File: config.mk
export PLATFORM = sky130hd
export DESIGN_NAME = insn_format_decode
export DESIGN_NICKNAME = d
export VERILOG_FILES = /design/src/insn_fields.v /design/src/insn_format_decode.v
export VERILOG_INCLUDE_DIRS = /design/src
export SDC_FILE = /design/constraint.sdc
export NUM_CORES = 1
export LEC_CHECK = 0
export BUFFER_PORTS_ARGS = -buffer_cell sky130_fd_sc_hd__buf_2
export CORE_AREA = 2 2 121 212
export CTS_CLUSTER_SIZE = 25
export DETAILED_ROUTE_END_ITERATION = 12
export DIE_AREA = 0 0 123 214
export PLACE_DENSITY = 0.52
export RECOVER_POWER = 25
export SLEW_MARGIN = 0
export SYNTH_ARGS = -nofsm -noshare
export SYNTH_HDL_FRONTEND = slang
export SYNTH_SLANG_ARGS = --single-unit
File: constraint.sdc
create_clock -name ref_clk_i -period 5 [get_ports ref_clk_i]
set_clock_uncertainty 0.2 [all_clocks]
set_input_delay 0.5 -clock ref_clk_i [delete_from_list [all_inputs] [get_ports ref_clk_i]]
set_output_delay 0.5 -clock ref_clk_i [all_outputs]
set_load 0.01 [all_outputs]
File: src/insn_decode_map.vh
// Constants for the instruction format decoder and cycle sequencer
`ifndef INSN_DECODE_MAP_VH
`define INSN_DECODE_MAP_VH

`define IW_WIDTH        14
`define CAT_MSB         13
`define CAT_LSB         12
`define CAT_BYTE        2'h0
`define CAT_BIT         2'h1
`define CAT_JUMP        2'h2
`define CAT_LIT         2'h3
`define BYTE_OP_MSB     11
`define BYTE_OP_LSB     8
`define DEST_BIT        7
`define FILE_MSB        6
`define FILE_LSB        0
`define BIT_OP_MSB      11
`define BIT_OP_LSB      10
`define BITSEL_MSB      9
`define BITSEL_LSB      7
`define LIT8_MSB        7
`define LIT11_MSB       10
`define FILE_MAX        7'h7f
`define OSC_PER_CYCLE   4
`define PHASE_LAST      2'h3

`define BOP_MOVWF_CLR   4'h0
`define BOP_CLR         4'h1
`define BOP_SUB         4'h2
`define BOP_DEC         4'h3
`define BOP_IOR         4'h4
`define BOP_AND         4'h5
`define BOP_XOR         4'h6
`define BOP_ADD         4'h7
`define BOP_MOV         4'h8
`define BOP_COM         4'h9
`define BOP_INC         4'ha
`define BOP_DECSZ       4'hb
`define BOP_RRC         4'hc
`define BOP_RLC         4'hd
`define BOP_SWAP        4'he
`define BOP_INCSZ       4'hf

`define BIT_CLR         2'h0
`define BIT_SET         2'h1
`define BIT_TSTC        2'h2
`define BIT_TSTS        2'h3

`define CTL_RETURN      8'h08
`define CTL_RETFIE      8'h09
`define CTL_SLEEP       8'h63
`define CTL_CLRWDT      8'h64

`define ALU_PASS        4'h0
`define ALU_ADD         4'h1
`define ALU_SUB         4'h2
`define ALU_AND         4'h3
`define ALU_IOR         4'h4
`define ALU_XOR         4'h5
`define ALU_COM         4'h6
`define ALU_INC         4'h7
`define ALU_DEC         4'h8
`define ALU_RRC         4'h9
`define ALU_RLC         4'ha
`define ALU_SWAP        4'hb
`define ALU_BCLR        4'hc
`define ALU_BSET        4'hd
`define ALU_ZERO        4'he
`define ALU_LIT         4'hf

`endif

File: src/insn_fields.v
// Combinational split of one program word into its fields
`timescale 1ns/10ps
`default_nettype none
`include "insn_decode_map.vh"

module insn_fields (
  input  wire [13:0] word_i,
  output reg  [1:0]  cat_o,
  output reg  [6:0]  file_o,
  output reg         dest_file_o,
  output reg  [2:0]  bit_sel_o,
  output reg  [7:0]  lit8_o,
  output reg  [10:0] lit11_o,
  output reg         uses_file_o
);
  always @* begin
    cat_o       = word_i[`CAT_MSB:`CAT_LSB];
    file_o      = word_i[`FILE_MSB:`FILE_LSB];
    dest_file_o = word_i[`DEST_BIT];
    bit_sel_o   = word_i[`BITSEL_MSB:`BITSEL_LSB];
    lit8_o      = word_i[`LIT8_MSB:0];
    lit11_o     = word_i[`LIT11_MSB:0];
    uses_file_o = 1'b0;
    case (cat_o)
      `CAT_BYTE: begin
        uses_file_o = (word_i[`BYTE_OP_MSB:`BYTE_OP_LSB] != 4'h0) ||
                      word_i[`DEST_BIT];
      end
      `CAT_BIT:  uses_file_o = 1'b1;
      default:   uses_file_o = 1'b0;
    endcase
  end
endmodule // insn_fields

`default_nettype wire

File: src/insn_format_decode.v
// Instruction format decode, cycle timing and file read-modify-store
`timescale 1ns/10ps
`default_nettype none
`include "insn_decode_map.vh"

module insn_format_decode #(
  parameter PC_WIDTH = 13,
  parameter PORT_MASK = 128'h0
) (
  input  wire                ref_clk_i,
  input  wire                rstn_i,
  input  wire [13:0]         insn_i,
  input  wire [7:0]          file_rdata_i,
  input  wire [7:0]          pin_rdata_i,
  input  wire [PC_WIDTH-1:0] stack_top_i,
  output reg  [PC_WIDTH-1:0] program_counter_o,
  output reg                 fetch_o,
  output reg  [1:0]          phase_o,
  output reg  [6:0]          file_addr_o,
  output reg                 file_rd_o,
  output reg                 file_wr_o,
  output reg  [7:0]          file_wdata_o,
  output reg  [7:0]          acc_o,
  output reg                 carry_o,
  output reg                 zero_o,
  output reg                 nop_cycle_o,
  output reg                 push_o,
  output reg                 pop_o,
  output reg                 sleep_o,
  output reg                 clrwdt_o
);
  wire [1:0]  cat;
  wire [6:0]  fidx;
  wire        dest_file;
  wire [2:0]  bsel;
  wire [7:0]  lit8;
  wire [10:0] lit11;
  wire        uses_file;

  reg  [1:0]  phase_r;
  reg  [13:0] ir_r;
  reg         flush_r;
  reg  [7:0]  operand_r;
  reg  [PC_WIDTH-1:0] pc_r;
  reg  [7:0]  acc_r;
  reg         c_r;
  reg         z_r;

  reg  [3:0]  alu_op;
  reg  [7:0]  alu_b;
  reg  [8:0]  alu_res;
  reg         wr_file;
  reg         wr_acc;
  reg         upd_z;
  reg         upd_c;
  reg         skip;
  reg         jump;
  reg  [PC_WIDTH-1:0] jump_to;
  reg         do_push;
  reg         do_pop;
  reg         do_sleep;
  reg         do_clrwdt;
  reg  [7:0]  mask;

  insn_fields u_fields (
    .word_i      (ir_r),
    .cat_o       (cat),
    .file_o      (fidx),
    .dest_file_o (dest_file),
    .bit_sel_o   (bsel),
    .lit8_o      (lit8),
    .lit11_o     (lit11),
    .uses_file_o (uses_file)
  );

  always @* begin
    alu_op    = `ALU_PASS;
    alu_b     = operand_r;
    wr_file   = 1'b0;
    wr_acc    = 1'b0;
    upd_z     = 1'b0;
    upd_c     = 1'b0;
    skip      = 1'b0;
    jump      = 1'b0;
    jump_to   = {PC_WIDTH{1'b0}};
    do_push   = 1'b0;
    do_pop    = 1'b0;
    do_sleep  = 1'b0;
    do_clrwdt = 1'b0;
    mask      = 8'h01 << bsel;
    case (cat)
      `CAT_BYTE: begin
        wr_file = dest_file;
        wr_acc  = ~dest_file;
        upd_z   = 1'b1;
        case (ir_r[`BYTE_OP_MSB:`BYTE_OP_LSB])
          `BOP_MOVWF_CLR: begin
            wr_acc  = 1'b0;
            upd_z   = 1'b0;
            alu_op  = `ALU_LIT;
            alu_b   = acc_r;
            if (!dest_file) begin
              case (ir_r[7:0])
                `CTL_RETURN, `CTL_RETFIE: begin
                  do_pop = 1'b1;
                  jump   = 1'b1;
                  jump_to = stack_top_i;
                end
                `CTL_SLEEP:  do_sleep  = 1'b1;
                `CTL_CLRWDT: do_clrwdt = 1'b1;
                default: ;
              endcase
            end
          end
          `BOP_CLR:   begin alu_op = `ALU_ZERO; wr_acc = ~dest_file; end
          `BOP_SUB:   begin alu_op = `ALU_SUB; upd_c = 1'b1; end
          `BOP_DEC:   alu_op = `ALU_DEC;
          `BOP_IOR:   alu_op = `ALU_IOR;
          `BOP_AND:   alu_op = `ALU_AND;
          `BOP_XOR:   alu_op = `ALU_XOR;
          `BOP_ADD:   begin alu_op = `ALU_ADD; upd_c = 1'b1; end
          `BOP_MOV:   alu_op = `ALU_PASS;
          `BOP_COM:   alu_op = `ALU_COM;
          `BOP_INC:   alu_op = `ALU_INC;
          `BOP_DECSZ: begin alu_op = `ALU_DEC; upd_z = 1'b0; end
          `BOP_RRC:   begin alu_op = `ALU_RRC; upd_c = 1'b1; upd_z = 1'b0; end
          `BOP_RLC:   begin alu_op = `ALU_RLC; upd_c = 1'b1; upd_z = 1'b0; end
          `BOP_SWAP:  begin alu_op = `ALU_SWAP; upd_z = 1'b0; end
          `BOP_INCSZ: begin alu_op = `ALU_INC; upd_z = 1'b0; end
          default:    alu_op = `ALU_PASS;
        endcase
      end
      `CAT_BIT: begin
        alu_b = mask;
        case (ir_r[`BIT_OP_MSB:`BIT_OP_LSB])
          `BIT_CLR:  begin alu_op = `ALU_BCLR; wr_file = 1'b1; end
          `BIT_SET:  begin alu_op = `ALU_BSET; wr_file = 1'b1; end
          `BIT_TSTC: skip = ~|(operand_r & mask);
          `BIT_TSTS: skip = |(operand_r & mask);
          default:   skip = 1'b0;
        endcase
      end
      `CAT_JUMP: begin
        jump    = 1'b1;
        jump_to = {{(PC_WIDTH-11){1'b0}}, lit11};
        do_push = ~ir_r[11];
      end
      default: begin
        alu_b  = lit8;
        wr_acc = 1'b1;
        upd_z  = 1'b1;
        casez (ir_r[11:8])
          4'b1000: alu_op = `ALU_IOR;
          4'b1001: alu_op = `ALU_AND;
          4'b1010: alu_op = `ALU_XOR;
          4'b110?: begin alu_op = `ALU_SUB; upd_c = 1'b1; end
          4'b111?: begin alu_op = `ALU_ADD; upd_c = 1'b1; end
          4'b00??: begin alu_op = `ALU_LIT; upd_z = 1'b0; end
          4'b01??: begin
            alu_op  = `ALU_LIT;
            upd_z   = 1'b0;
            do_pop  = 1'b1;
            jump    = 1'b1;
            jump_to = stack_top_i;
          end
          default: alu_op = `ALU_LIT;
        endcase
      end
    endcase
    case (alu_op)
      `ALU_ADD:  alu_res = {1'b0, alu_b} + {1'b0, acc_r};
      `ALU_SUB:  alu_res = {1'b0, alu_b} + {1'b0, ~acc_r} + 9'h001;
      `ALU_AND:  alu_res = {1'b0, alu_b & acc_r};
      `ALU_IOR:  alu_res = {1'b0, alu_b | acc_r};
      `ALU_XOR:  alu_res = {1'b0, alu_b ^ acc_r};
      `ALU_COM:  alu_res = {1'b0, ~alu_b};
      `ALU_INC:  alu_res = {1'b0, alu_b + 8'h01};
      `ALU_DEC:  alu_res = {1'b0, alu_b - 8'h01};
      `ALU_RRC:  alu_res = {alu_b[0], c_r, alu_b[7:1]};
      `ALU_RLC:  alu_res = {alu_b[7], alu_b[6:0], c_r};
      `ALU_SWAP: alu_res = {1'b0, alu_b[3:0], alu_b[7:4]};
      `ALU_BCLR: alu_res = {1'b0, operand_r & ~alu_b};
      `ALU_BSET: alu_res = {1'b0, operand_r | alu_b};
      `ALU_ZERO: alu_res = 9'h000;
      `ALU_LIT:  alu_res = {1'b0, alu_b};
      default:   alu_res = {1'b0, alu_b};
    endcase
    if (cat == `CAT_BYTE &&
        (ir_r[11:8] == `BOP_DECSZ || ir_r[11:8] == `BOP_INCSZ))
      skip = (alu_res[7:0] == 8'h00);
  end

  always @(posedge ref_clk_i or negedge rstn_i) begin
    if (!rstn_i) begin
      phase_r           <= 2'h0;
      ir_r              <= 14'h0000;
      flush_r           <= 1'b1;
      operand_r         <= 8'h00;
      pc_r              <= {PC_WIDTH{1'b0}};
      acc_r             <= 8'h00;
      c_r               <= 1'b0;
      z_r               <= 1'b0;
      program_counter_o <= {PC_WIDTH{1'b0}};
      fetch_o           <= 1'b0;
      phase_o           <= 2'h0;
      file_addr_o       <= 7'h00;
      file_rd_o         <= 1'b0;
      file_wr_o         <= 1'b0;
      file_wdata_o      <= 8'h00;
      acc_o             <= 8'h00;
      carry_o           <= 1'b0;
      zero_o            <= 1'b0;
      nop_cycle_o       <= 1'b1;
      push_o            <= 1'b0;
      pop_o             <= 1'b0;
      sleep_o           <= 1'b0;
      clrwdt_o          <= 1'b0;
    end else begin
      phase_r     <= phase_r + 2'h1;
      phase_o     <= phase_r + 2'h1;
      fetch_o     <= 1'b0;
      file_rd_o   <= 1'b0;
      file_wr_o   <= 1'b0;
      push_o      <= 1'b0;
      pop_o       <= 1'b0;
      sleep_o     <= 1'b0;
      clrwdt_o    <= 1'b0;
      case (phase_r)
        2'h0: begin
          if (!flush_r && uses_file) begin
            file_addr_o <= fidx & `FILE_MAX;
            file_rd_o   <= 1'b1;
          end
        end
        2'h1: begin
          operand_r <= PORT_MASK[fidx] ? pin_rdata_i : file_rdata_i;
        end
        2'h2: ;
        default: begin
          if (!flush_r) begin
            if (wr_file) begin
              file_wr_o    <= 1'b1;
              file_wdata_o <= alu_res[7:0];
            end
            if (wr_acc)
              acc_r <= alu_res[7:0];
            if (wr_acc)
              acc_o <= alu_res[7:0];
            if (upd_c) begin
              c_r     <= alu_res[8];
              carry_o <= alu_res[8];
            end
            if (upd_z) begin
              z_r    <= (alu_res[7:0] == 8'h00);
              zero_o <= (alu_res[7:0] == 8'h00);
            end
            push_o   <= do_push;
            pop_o    <= do_pop;
            sleep_o  <= do_sleep;
            clrwdt_o <= do_clrwdt;
          end
          flush_r     <= !flush_r && (skip || jump);
          nop_cycle_o <= !flush_r && (skip || jump);
          ir_r        <= insn_i;
          fetch_o     <= 1'b1;
          if (!flush_r && jump) begin
            pc_r              <= jump_to;
            program_counter_o <= jump_to;
          end else begin
            pc_r              <= pc_r + {{(PC_WIDTH-1){1'b0}}, 1'b1};
            program_counter_o <= pc_r + {{(PC_WIDTH-1){1'b0}}, 1'b1};
          end
        end
      endcase
    end
  end
endmodule // insn_format_decode

`default_nettype wire

After elaboration in Yosys (flattened, before gate mapping)
Memories as Yosys holds them, arrays and structs flattened.
Index checks and enable logic that the tools add are counted.
{"block": "word_totals", "regBits": 70, "mem_bits_ro": 128, "in_bits": 45, "output_inout_bits": 48, "elab_cells": 169, "memories": 1}
{"memory": "(name not given)", "words": 128, "width": 1, "rd": 1, "rd_clocked_by_memory_dff": 0, "wr": 0, "line_no": "insn_format_decode.v:236", "rtl": "operand_r <= PORT_MASK[fidx] ? pin_rdata_i : file_rdata_i;"}
{"block": "op_classes", "add_sub_neg": 7, "n_lt_le_gt_ge": 1, "eq_ne": 42, "n_shift": 1, "mux": 58, "bitwise_logic": 12, "reduce_logical": 30}
{"op": "$pmux 9 s14", "count": 1}
{"op": "$mux 13", "count": 5}
{"op": "$eq 4x4->1 const B", "count": 15}
{"op": "$pmux 4 s14", "count": 1}
{"op": "$pmux 13 s3", "count": 1}
{"op": "$mux 1", "count": 36}
{"op": "$eq 4x3->1 const B", "count": 8}
{"op": "$and 8x8->8", "count": 3}
{"op": "$pmux 8 s3", "count": 1}
{"op": "$pmux 4 s5", "count": 1}
{"op": "$add 8x8->9", "count": 2}
{"op": "$eq 4x2->1 const B", "count": 4}
{"op": "$eq 8x4->1 const B", "count": 2}
{"op": "$eq 8x7->1 const B", "count": 2}
{"op": "$mux 8", "count": 2}
{"op": "$not 8->8", "count": 2}
{"op": "$or 8x8->8", "count": 2}
{"op": "$pmux 1 s2", "count": 7}
{"op": "$add 13x1->13 const B", "count": 1}
{"op": "$pmux 4 s3", "count": 1}
{"op": "$reduce_and 3->1", "count": 4}
{"op": "$reduce_or 2->1", "count": 6}
{"op": "$add 9x1->9 const B", "count": 1}
{"op": "$add 8x1->8 const B", "count": 1}
{"op": "24 further kinds", "count": 42}

Depth between registers and ports, before layout
Gate-level depths: netlist of run 1.
{"block": "logic_depth", "word_depth": 10, "mapped_depth": 20, "mapped_depth_nobuf": 18}

Hierarchy
A second synthesis of run 1 with hierarchy kept.
{"block": "unflattened", "hier_cells": 774, "hier_area_um2": 6403.6}
{"mod": "insn_format_decode", "n_inst": 1, "cells_each": 739, "area_each_um2": 6148.4, "seq_area_each_um2": 1752.9}
{"mod": "insn_fields", "n_inst": 1, "cells_each": 35, "area_each_um2": 255.2, "seq_area_each_um2": 0.0}

Worst setup path after synthesis of run 1
OpenSTA, ideal clock, no wires.
{"block": "synth_timing", "kind": "register to register", "startpoint": "reg ir_r[12]", "endpoint": "reg flush_r", "setup_time_ns": 0.097, "t_arrival_ns": 4.148, "required_time_ns": 4.703, "slack_ns": 0.555, "stages_incl_launch_ff": 20, "path_buffers": 3, "period_less_slack_ns": 4.445, "path_cell_list": "dfrtp_1 -> ha_1 -> buf_2 -> buf_1 -> buf_6 -> a31oi_1 -> o211ai_1 -> o21ai_1 -> inv_1 -> fa_1 -> a211oi_1 -> o21bai_1 -> a21oi_1 -> xor2_1 -> nor2_1 -> a2111oi_0 -> a41oi_1 -> nor3_1 -> nand4b_1 -> o41ai_2"}
{"block": "synth_via", "elab_chain_len": 9, "word_cells_on_any_way": 38, "cone_classes": "add/sub (5); eq/ne (16); mux (6); bitwise (6); reduce/logical (5)"}
{"item": "start, declared", "line_no": "insn_format_decode.v:41", "rtl": "reg [13:0] ir_r;"}
{"item": "start signal, assigned", "line_no": "insn_format_decode.v:264", "rtl": "ir_r <= insn_i;"}
{"item": "$eq 2x2->1, or another cell as far along", "line_no": "insn_format_decode.v:91", "rtl": "case (cat)"}
{"item": "$pmux 8 s3", "line_no": "insn_format_decode.v:91"}
{"item": "$add 8x8->9 / $not 8->8 (equally long branches)", "line_no": "insn_format_decode.v:172, insn_format_decode.v:176, insn_format_decode.v:182"}
{"item": "$add 9x1->9 / $and 8x8->8 (equally long branches)", "line_no": "insn_format_decode.v:172, insn_format_decode.v:182"}
{"item": "$pmux 9 s14", "line_no": "insn_format_decode.v:170", "rtl": "case (alu_op)"}
{"item": "$logic_not 8->1", "line_no": "insn_format_decode.v:190", "rtl": "skip = (alu_res[7:0] == 8'h00);"}
{"item": "$mux 1", "line_no": "insn_format_decode.v:188", "rtl": "if (cat == `CAT_BYTE &&"}
{"item": "$logic_or 1x1->1 (*)", "line_no": "insn_format_decode.v:262", "rtl": "flush_r <= !flush_r && (skip || jump);"}
{"item": "$logic_and 1x1->1 (*)", "line_no": "insn_format_decode.v:262"}
{"item": "end signal, assigned", "line_no": "insn_format_decode.v:262"}
{"item": "end, declared", "line_no": "insn_format_decode.v:42", "rtl": "reg flush_r;"}
Mark *: on every way between the ends. The rest lies on a longest branch, timed or not.
A chain may end at the register's enable or synchronous reset.

Final worst setup path of run 1
{"block": "layout_timing", "startpoint": "reg ir_r[9]", "endpoint": "reg flush_r"}
{"block": "layout_via", "elab_chain_len": 10, "word_cells_on_any_way": 65, "cone_classes": "add/sub (5); eq/ne (31); shift (1); mux (11); bitwise (7); reduce/logical (10)"}
{"item": "$logic_not 4->1, or another cell as far along", "line_no": "insn_format_decode.v:96", "rtl": "case (ir_r[`BYTE_OP_MSB:`BYTE_OP_LSB])"}
{"item": "$mux 8 / $reduce_or 2->1 (equally long branches)"}
{"item": "$pmux 8 s3 / $pmux 4 s14 (equally long branches)", "line_no": "insn_format_decode.v:91, insn_format_decode.v:96"}
{"item": "$add 8x8->9, or another cell as far along", "line_no": "insn_format_decode.v:172", "rtl": "`ALU_SUB: alu_res = {1'b0, alu_b} + {1'b0, ~acc_r} + 9'h001;"}
{"item": "$add 9x1->9, or another cell as far along", "line_no": "insn_format_decode.v:172"}
{"item": "$pmux 9 s14", "line_no": "insn_format_decode.v:170"}
{"item": "$logic_not 8->1", "line_no": "insn_format_decode.v:190"}
{"item": "$mux 1", "line_no": "insn_format_decode.v:188"}
{"item": "$logic_or 1x1->1 (*)", "line_no": "insn_format_decode.v:262"}
{"item": "$logic_and 1x1->1 (*)", "line_no": "insn_format_decode.v:262"}
Marks and branches as above.

==> results of run 1 <==
[state kept, by name, indices dropped and copies added, names as in the netlist, 2 cells and up]
signal	flops
acc_r	8
operand_r	8
file_wdata_o	8
phase_r	2
pc_r	13
file_addr_o	7
ir_r	14
[cells in the mapped netlist, types with 8 or more instances]
cell type / instances / share of area, %
nor2b_1: 8 / 0.82
a31oi_1: 13 / 1.3
nor2_1: 39 / 2.4
ha_1: 30 / 6.2
nand3_1: 32 / 2.6
a21o_1: 8 / 0.99
clkbuf_1: 19 / 1.2
inv_1: 38 / 2.3
a211oi_1: 12 / 1.5
nand2_1: 100 / 6.2
xnor2_1: 8 / 1.2
a221o_1: 9 / 1.5
o21ai_0: 77 / 6.3
nand4_1: 8 / 0.82
mux2_2: 18 / 3.3
dfrtp_1: 69 / 28
o211ai_1: 8 / 0.99
a21oi_1: 58 / 4.8
mux2i_1: 8 / 1.3
buf_6: 10 / 1.9
nor3_1: 13 / 1.1
buf_2: 9 / 0.74
[cells by family (layout without fill, tap and decap cells)]
family	Yosys count	in the layout	share of synthesized area, %
multiplexers	29	29	5.77
adder cells (fa/ha/maj)	33	33	7.17
buffers and inverters	85	246	7.07
XOR/XNOR	10	10	1.44
AO/OA/AOI/OAI	275	275	30.4
AND/OR/NAND/NOR	243	243	19.2
flip-flops	70	70	28.9
[worst max-delay path: stages (launching register included)]
cell	delay, ns
dfrtp_1	0.39
buf_4	0.18
o41a_4	0.49
o21ai_2	0.21
o211ai_1	0.17
o21ai_1	0.14
inv_1	0.12
fa_1	0.45
a211oi_1	0.26
o21bai_1	0.14
a21oi_1	0.21
xor2_1	0.23
nor2_1	0.09
a2111oi_2	0.38
a41oi_2	0.28
nor3_1	0.24
nand4b_1	0.20
o41ai_2	0.33
[worst min path at each step]
stage / startpoint / cells past startpoint / slack [ns] / to
floorplan: rstn_i / 0 / 0.004 / acc_r[0]
global placement: rstn_i / 1 / 0.25 / phase_r[0]
detailed placement: rstn_i / 1 / 0.26 / fetch_o
CTS: insn_i[11] / 3 / 0.14 / ir_r[11]
global route: insn_i[11] / 3 / 0.17 / ir_r[11]
finish: insn_i[2] / 3 / 0.15 / ir_r[2]
[timing repair]
action	CTS	global route
setup buffers	0	0
hold buffers	1	0
pin swaps	1	3
endpoints found under the hold margin	26	0
endpoints found under the setup margin	2	5
resized for setup	4	11
gates cloned	0	0
[per-layer routing]
layer | track usage (%) | vias to the layer above | routed length (um)
met5 | 0 | - | 0
met4 | 17.3 | 0 | 2620
met3 | 2.34 | 96 | 907
met2 | 38.4 | 221 | 14400
met1 | 19.7 | 3183 | 8930
li1 | - | 3093 | -
[report_power, final]
part           leakage (nW)  total, W  internal (W)  switching (W)
Combinational          2.39   0.00135      0.000556       0.000794
Clock                 0.131  0.000634      0.000351       0.000283
Sequential            0.853  0.000842      0.000684       0.000158
Total                  3.37   0.00283       0.00159        0.00124
[through the flow]
stage	hold slack [ns]	cell area [um^2]	total power [W]	utilization, %
after floorplan	0.00441	6070	0.00157	-
final	0.147	7750	0.00283	31.6
after detailed placement	0.255	7440	0.00219	30.3
after global placement	0.252	7440	0.00218	30.3
after global routing	0.171	7750	0.00301	31.6
after CTS	0.140	7740	0.00284	31.5
[final cells by class]
cell class / instances / area (um^2)
Sequential cell: 70 / 1750
Fill cell: 2668 / 16800
Multi-Input combinational cell: 590 / 3950
Clock inverter: 6 / 45.0
Clock buffer: 10 / 239
Timing Repair Buffer: 190 / 1220
Tap cell: 312 / 390
Inverter: 40 / 155
==> results.yml, run 1 <==
flow_run:
  drv_cap: 1
final_layout:
  drive_gt1_share_pct: 25.3
  num_antenna_cells: 0
  final_cells: 1218
  final_cell_mix: "buf_4 (103), nand2_1 (100), o21ai_0 (73), dfrtp_1 (69), buf_2 (64)"
  area_growth_pct: 27.6
  fin_nets: 979
  final_common_cell: "buf_4"
yosys:
  synth_edf_count: 0
  syn-cell-area_um2: 6070
  netlist-cell-type-count: 76
  ys_warn_count: 0
  synth_seq_cells: 70
  avgSynthCellArea_um2: 8.15
  postSynthCellCount: 745
  syn-num-nets: 823
  synthArstFlopShare_pct: 100
  ys_seq_area_share_pct: 28.9
  yosys_most_used_dff: "dfrtp_1"
sta:
  slew_viol_final: 28
  layout_setup_ws_ns: 0.194
  fmax_ghz: 0.208
  worst_slew_pin_slew_ns: 1.65
  relSlewSlack_pct: -10.1
  fin_tns_setup_ns: 0
  hold_viol_final: 0
  setup_violations: 0
  finalCriticalPeriod_ns: 4.81
  fin_crit_sh_pct: 96.1
routing:
  ant_nets: 0
  drtIter0Drc: 390
  via_per_inst: 5.41
  routed_wl_mm: 26.9
  wire_per_inst_um: 22.1
  first_pass_iters: 7
  route.vias.total: 6593
  drcViolationCount: 0
critical_path:
  r2r_start: "ir_r[9]"
  crit_start: "ir_r[9]"
  path_max_fanout: 8
  reg2reg_slack_ns: 0.19
  criticalPathCategory: "reg -> reg"
  timing.rr.end: "flush_r"
  crit_path_end: "flush_r"
  endpoint_kind: "flip-flop"
  worst_setup_path_start_kind: "flip-flop"
  r2r_cells: 17
  worstPathRequired_ns: 5.07
  crit_arrival_ns: 4.87
place:
  port_buffers: 84
  pre_cts_slack_ns: -0.140
  dp_hpwl_mm: 21.8
  placedCellCount: 1201
  place_congestion: 1.02
outcome:
  violations: "capacitance limit, slew limit"
  outcome: "finished, violations left"
cts:
  path_clk_slew_ns: 0.07
  clk_latency_ns: 0.36
  clock_sinks: 70
  htree_num_levels: 3
  clockBufferDepth: 2
  tritoncts: "done"
  cts_root_buf: "clkbuf_16"
  cts_buffers: 9
die:
  row_count: 76
  die_w_um: 123
  core_area_um2: 24500
  dieArea_um2: 26300
  die_y_um: 214
  start_util_pct: 24.7
  io_pins: 93
hold_path:
  hp-class: "in -> reg"
global_route:
  grt_max_degree: 45
  grt_pass1_vias: 6769
  globalRouteOverflowTotal: 0
  antenna_found_initial: 0
  track_usage_pct: 20.8
  grt_pass1_wl_mm: 40.2
power:
  powerDensity_nw_per_um2: 365
  vdd_drop_max_v: 0.000169
  p_leak_nw: 3.37
Note: power is estimated with default switching activity, not from simulation.
==> inputs of run 2 (changes only) <==
--- a/config.mk
+++ b/config.mk
@@ -13,7 +13,7 @@
 export DIE_AREA = 0 0 123 214
 export PLACE_DENSITY = 0.52
 export RECOVER_POWER = 25
-export SLEW_MARGIN = 0
+export SLEW_MARGIN = 20
 export SYNTH_ARGS = -nofsm -noshare
 export SYNTH_HDL_FRONTEND = slang
 export SYNTH_SLANG_ARGS = --single-unit
==> constraint.sdc (replaced) <==
create_clock -name ref_clk_i -period 5.05 [get_ports ref_clk_i]
set_clock_uncertainty 0.2 [all_clocks]
set_input_delay 0.505 -clock ref_clk_i [delete_from_list [all_inputs] [get_ports ref_clk_i]]
set_output_delay 0.505 -clock ref_clk_i [all_outputs]
set_load 0.01 [all_outputs]
==> run 2 against run 1 <==
Compared with the run above: the flow now finishes without violations; non-clock buffer count shrank 2; sequential cell count is the same; cell count shrank 0.16%; critical path type unchanged; hold slack gained 0.0064 ns; largest power group unchanged; global-route usage shrank 0.074 points; final area grew 0.32%; via count grew 0.53%; sequential power grew 0.6%.
==> results.yml, run 2 (same netlist as run 1, synthesis figures left out) <==
outcome:
  outcome: "finished, final reports clean"
cts:
  cts_buffers: 9
  htree_num_levels: 3
  cts_root_buf: "clkbuf_16"
  tritoncts: "done"
  clk_latency_ns: 0.36
  path_clk_slew_ns: 0.07
  clock_sinks: 70
  clockBufferDepth: 2
final_layout:
  top_register: "ir_r"
  final_cells: 1216
  final_cell_mix: "nand2_1 (100), buf_4 (100), o21ai_0 (74), dfrtp_1 (67)"
  drive_gt1_share_pct: 24.9
  num_antenna_cells: 0
  nFillCells: 2690
  fin_nets: 977
  area_growth_pct: 28.0
  regArea_um2: 1760
  top_regs: "ir_r (14), pc_r (13)"
  multiInputGateArea_um2: 3960
  largest_register_ffs: 14
sta:
  finalCriticalPeriod_ns: 4.80
  hold_ws_ns: 0.153
  relSlewSlack_pct: 20.6
  rsz0062_at_grt: "false"
  fin_tns_setup_ns: 0
  setup_violations: 0
  hold_viol_final: 0
  worst_slew_pin_slew_ns: 1.18
  slew_viol_final: 0
  fin_crit_sh_pct: 95.1
  fmax_ghz: 0.208
routing:
  ant_nets: 0
  first_pass_iters: 5
  route.vias.total: 6628
  routed_wl_mm: 26.9
  drtIter0Drc: 464
  drcViolationCount: 0
  via_per_inst: 5.45
  wire_per_inst_um: 22.1
critical_path:
  cp_slowest_cell: "dfrtp_2"
  path_cells: "or3_1, a221oi_2, o31ai_2, nand3_1, inv_1, buf_4, fa_1, a211oi_1, o21bai_1, a21oi_1, xor2_1, nor2_1, a2111oi_2, a41oi_2, nor3_1, nand4b_1, o41ai_2"
  criticalPathCategory: "reg -> reg"
  worst_setup_path_start_kind: "flip-flop"
  endpoint_kind: "flip-flop"
  slowest_delay_ns: 0.46
  path_max_fanout: 7
  worst-path-buf-inv: 2
  crit_arrival_ns: 4.87
  crit_family: "compound AO/OA/AOI/OAI gates"
  reg2reg_slack_ns: 0.25
  worstPathRequired_ns: 5.12
die:
  die_w_um: 123
  start_util_pct: 24.7
  core_area_um2: 24500
  dieArea_um2: 26300
  row_count: 76
  die_y_um: 214
  io_pins: 93
global_route:
  grt_pass1_wl_mm: 40.4
  grt_max_degree: 60
  globalRouteOverflowTotal: 0
  antenna_found_initial: 0
  track_usage_pct: 20.7
  grt_pass1_vias: 6790
place:
  place_congestion: 1.01
  placedCellCount: 1197
  port_buffers: 84
  dp_hpwl_mm: 21.3
hold_path:
  hp-class: "in -> reg"
flow_run:
  drv_cap: 0
power:
  p_leak_nw: 3.35
  vdd_drop_max_v: 0.000169
  finalPower_w: 0.00287
  powerDensity_nw_per_um2: 369
[run 2: worst paths after layout]
kind / cells past startpoint / start / endpoint
max reg2reg: 17 / ir_r[9] / flush_r
min: 3 / insn_i[12] / ir_r[12]
max in group asynchronous: 3 / rstn_i / acc_r[7]
max: 17 / ir_r[9] / flush_r
min reg2reg: 2 / file_wdata_o[4] / file_wdata_o[4]
min in group asynchronous: 2 / rstn_i / phase_r[0]
[run 2: final cells by class]
type,count,share of cell area [%]
Clock buffer,10,2.95
Clock inverter,6,0.901
Inverter,40,2.00
Multi-Input combinational cell,590,51.0
Sequential cell,70,22.6
Tap cell,312,5.02
Timing Repair Buffer,188,15.6
[run 2: worst register-to-register path: stages, from the launching register on]
cell and delay [ns]:
dfrtp_2 0.46, or3_1 0.44, a221oi_2 0.31, o31ai_2 0.11
nand3_1 0.11, inv_1 0.08, buf_4 0.17, fa_1 0.41
a211oi_1 0.25, o21bai_1 0.12, a21oi_1 0.22, xor2_1 0.30
nor2_1 0.10, a2111oi_2 0.38, a41oi_2 0.30, nor3_1 0.22
nand4b_1 0.21, o41ai_2 0.33
[run 2: what timing repair did]
| item | 4_1_cts | 5_1_grt |
|---|---|---|
| gates resized for setup | 0 | 19 |
| buffers inserted | 0 | 2 |
| endpoints found under the hold margin | 11 | 0 |
| endpoints found under the setup margin | 0 | 7 |
| hold buffers | 1 | 0 |
[run 2: report_power, final]
group	total, W	internal (W)	switching (W)
Combinational	0.00135	0.000565	0.000789
Clock	0.000672	0.000386	0.000285
Sequential	0.000847	0.000677	0.000170
Total	0.00287	0.00163	0.00124
[run 2: metrics by stage]
step	setup WS (ns)	area, um^2	utilization [%]
6_report	0.248	7770	31.7
5_1_grt	0.0143	7770	31.7
4_1_cts	0.00276	7730	31.5
3_5_place_dp	0.0554	7420	30.2
3_3_place_gp	0.162	7420	30.2
2_1_floorplan	0.605	6070	-
[run 2: per-layer routing]
layer,global-route usage [%],vias up,routed length [um]
met5,0,-,0
met4,15.8,0,2330
met3,2.66,102,1090
met2,38.6,257,14400
met1,19.8,3175,9120
li1,-,3094,-
==> inputs of run 3 (changes only) <==
--- a/config.mk
+++ b/config.mk
@@ -6,12 +6,13 @@
 export SDC_FILE = /design/constraint.sdc
 export NUM_CORES = 1
 export LEC_CHECK = 0
+export ABC_AREA = 1
 export BUFFER_PORTS_ARGS = -buffer_cell sky130_fd_sc_hd__buf_2
-export CORE_AREA = 2 2 121 212
+export CORE_AREA = 2 2 119 208
 export CTS_CLUSTER_SIZE = 25
 export DETAILED_ROUTE_END_ITERATION = 12
-export DIE_AREA = 0 0 123 214
-export PLACE_DENSITY = 0.52
+export DIE_AREA = 0 0 121 210
+export PLACE_DENSITY = 0.43
 export RECOVER_POWER = 25
 export SLEW_MARGIN = 20
 export SYNTH_ARGS = -nofsm -noshare
==> run 3 against run 2 <==
Compared with the run above: the flow now finishes with violations (capacitance limit, slew limit); critical endpoint unchanged; routed wire length fell by 12%; total power decreased by 4.4%; sequential cell count unchanged; final area is 8.9% lower; sequential power decreased by 2%; clock power is 4.9% higher; cell count is 7.1% higher; global-route usage is 1.5 points lower; via count down 6.5%; synthesized cell count grew 19%; fmax increased by 8.0%; non-clock buffer count is 78 lower; critical path type unchanged.
==> results.yml, run 3 <==
outcome:
  outcome: "finished, violations left"
  violations: "capacitance limit, slew limit"
cts:
  postCtsSetupBuffers: 0
  clock_sinks: 70
  cts_hold_buf: 0
  htree_num_levels: 3
  cts_resized: 0
  cts_root_buf: "clkbuf_16"
  clk_latency_ns: 0.35
  clockBufferDepth: 2
  cts_buffers: 9
  path_clk_slew_ns: 0.06
  tritoncts: "done"
place:
  pre_cts_slack_ns: 0.600
  dp_hpwl_mm: 19.3
  port_buffers: 84
  place_congestion: 0.931
critical_path:
  cp_slowest_cell: "dfrtp_1"
  worst_setup_path_start_kind: "flip-flop"
  reg2reg_slack_ns: 0.61
  r2r_start: "ir_r[12]"
  path_max_fanout: 7
  timing.rr.end: "flush_r"
  criticalPathCategory: "reg -> reg"
  endpoint_kind: "flip-flop"
  worstPathRequired_ns: 5.14
  cpMostUsedCell: "nand2_1"
  slowest_delay_ns: 0.40
  r2r_cells: 27
  crit_arrival_ns: 4.54
hold_path:
  min_to: "ir_r[6]"
  min_delay_path_depth: 3
  hp-class: "in -> reg"
  hp-start: "insn_i[6]"
sta:
  fmax_ghz: 0.225
  relSlewSlack_pct: -163
  worst_slew_pin_slew_ns: 3.95
  slew_viol_final: 71
  setup_violations: 0
  hold_viol_final: 0
  hold_ws_ns: 0.171
  fin_tns_setup_ns: 0
  finalCriticalPeriod_ns: 4.44
  rsz0062_at_grt: "false"
  fin_crit_sh_pct: 88.0
  layout_setup_ws_ns: 0.606
final_layout:
  fin_nets: 1067
  drive_gt1_share_pct: 16.4
  largest_register_ffs: 14
  num_antenna_cells: 0
  top_regs: "ir_r (14), pc_r (13)"
  final_common_cell: "nand2_1"
  area_growth_pct: 20.9
  final_cell_mix: "nand2_1 (226), inv_1 (120), nor2_1 (97), buf_2 (83), o21ai_0 (80)"
  top_register: "ir_r"
yosys:
  postSynthCellCount: 888
  yosysTopAreaCell: "dfrtp_1"
  yosys_most_used_dff: "dfrtp_1"
  syn-cell-area_um2: 5860
  synth_edf_count: 0
  ys_warn_count: 0
  synthDominantCellAreaShare_pct: 29.5
  netlist-cell-type-count: 44
  synth_seq_cells: 70
  synth_area_leaders: "dfrtp_1 (29%), nand2_1 (14%), inv_1 (7.7%)"
  ys_seq_area_share_pct: 29.9
  yosysMostFrequentCell: "nand2_1"
  synthArstFlopShare_pct: 100
  avgSynthCellArea_um2: 6.60
  yosys-top-cells-count: "nand2_1 (226), inv_1 (120), nor2_1 (97)"
  syn-num-nets: 966
routing:
  route.vias.total: 6196
  ant_nets: 0
  wire_per_inst_um: 18.2
  drcViolationCount: 0
  first_pass_iters: 6
  routed_wl_mm: 23.7
  via_per_inst: 4.76
  drtIter0Drc: 327
global_route:
  track_usage_pct: 19.2
  grt_max_degree: 71
  antenna_found_initial: 0
  grt_pass1_vias: 6513
  grt_pass1_wl_mm: 36.7
  globalRouteOverflowTotal: 0
die:
  row_count: 75
  dieArea_um2: 25400
  die_y_um: 210
  core_area_um2: 23700
  die_w_um: 121
  start_util_pct: 24.7
  io_pins: 93
flow_run:
  drv_cap: 1
power:
  p_leak_nw: 3.62
  powerDensity_nw_per_um2: 388
  vdd_drop_max_v: 0.000177
  finalPower_w: 0.00275
-- run 3: cell count changes in the layout (fill, tap and decap cells not counted), sizes merged, moves of 26 or more --
cell / before / now
inv: 41 / 129
nor2: 39 / 106
clkbuf: 36 / 10
nand2: 100 / 235
buf: 161 / 109
nand3: 32 / 64
-- run 3: how the worst max path moves through the flow --
stage	start	endpoint	slack, ns	depth (start not counted)
global route	ir_r[12]	flush_r	0.07	27
global placement	ir_r[12]	flush_r	0.60	27
detailed placement	ir_r[12]	flush_r	0.60	27
floorplan	ir_r[12]	flush_r	1.39	26
CTS	ir_r[12]	flush_r	0.58	27
finish	ir_r[12]	flush_r	0.61	27
-- run 3: worst max-delay path, delay by kind of cell (launching register included) --
family	cells	cell delay (ns)
simple gates	16	1.71
fa+ha+maj	3	0.97
buf+inv	6	0.69
flops	1	0.40
compound gates	1	0.26
xor+xnor	1	0.16
-- run 3: where the power goes --
group | leakage, nW | total, W | internal [W] | switching (W)
logic | 2.61 | 0.00121 | 0.000440 | 0.000770
clock network | 0.160 | 0.000705 | 0.000435 | 0.000270
registers | 0.853 | 0.000832 | 0.000682 | 0.000149
total | 3.62 | 0.00275 | 0.00156 | 0.00119
-- run 3: cell type report --
cell class              count  area, um^2
clock buffers               9         225
clock inverters             7        96.3
fillers                  2653       16700
inverters                 130         488
multi-input cells         668        3520
flip-flops and latches     70        1750
well taps                 308         385
repair buffers            110         614
-- run 3: per-stage QoR --
step,instance area [um^2],utilization [%],std cells
4_1_cts,7080,29.8,1302
3_5_place_dp,6760,28.5,1286
5_1_grt,7080,29.8,1302
3_3_place_gp,6760,28.5,1286
2_1_floorplan,5860,-,888
6_report,7080,29.8,1302
-- run 3: routing by layer --
layer / wire (um) / track usage [%] / part of all wire [%] / up-vias
li1: - / - / - / 3097
met1: 8200 / 18.6 / 35 / 2862
met2: 13100 / 36.9 / 55 / 164
met3: 680 / 2.03 / 2.9 / 73
met4: 1710 / 13.6 / 7.2 / 0
met5: 0 / 0 / 0 / -
-- run 3: cells by family (layout without fill, tap and decap cells) --
| family | Yosys count | in the layout | share of synthesized area [%] |
|---|---|---|---|
| and+or+nand+nor | 440 | 440 | 32.1 |
| AOI/OAI and AO/OA | 171 | 171 | 16.8 |
| buffers and inverters | 150 | 256 | 10.1 |
| DFF | 70 | 70 | 29.9 |
| adders and majority gates | 33 | 33 | 7.43 |
| xor gates and xnor gates | 21 | 21 | 3.14 |
| muxes | 3 | 3 | 0.577 |
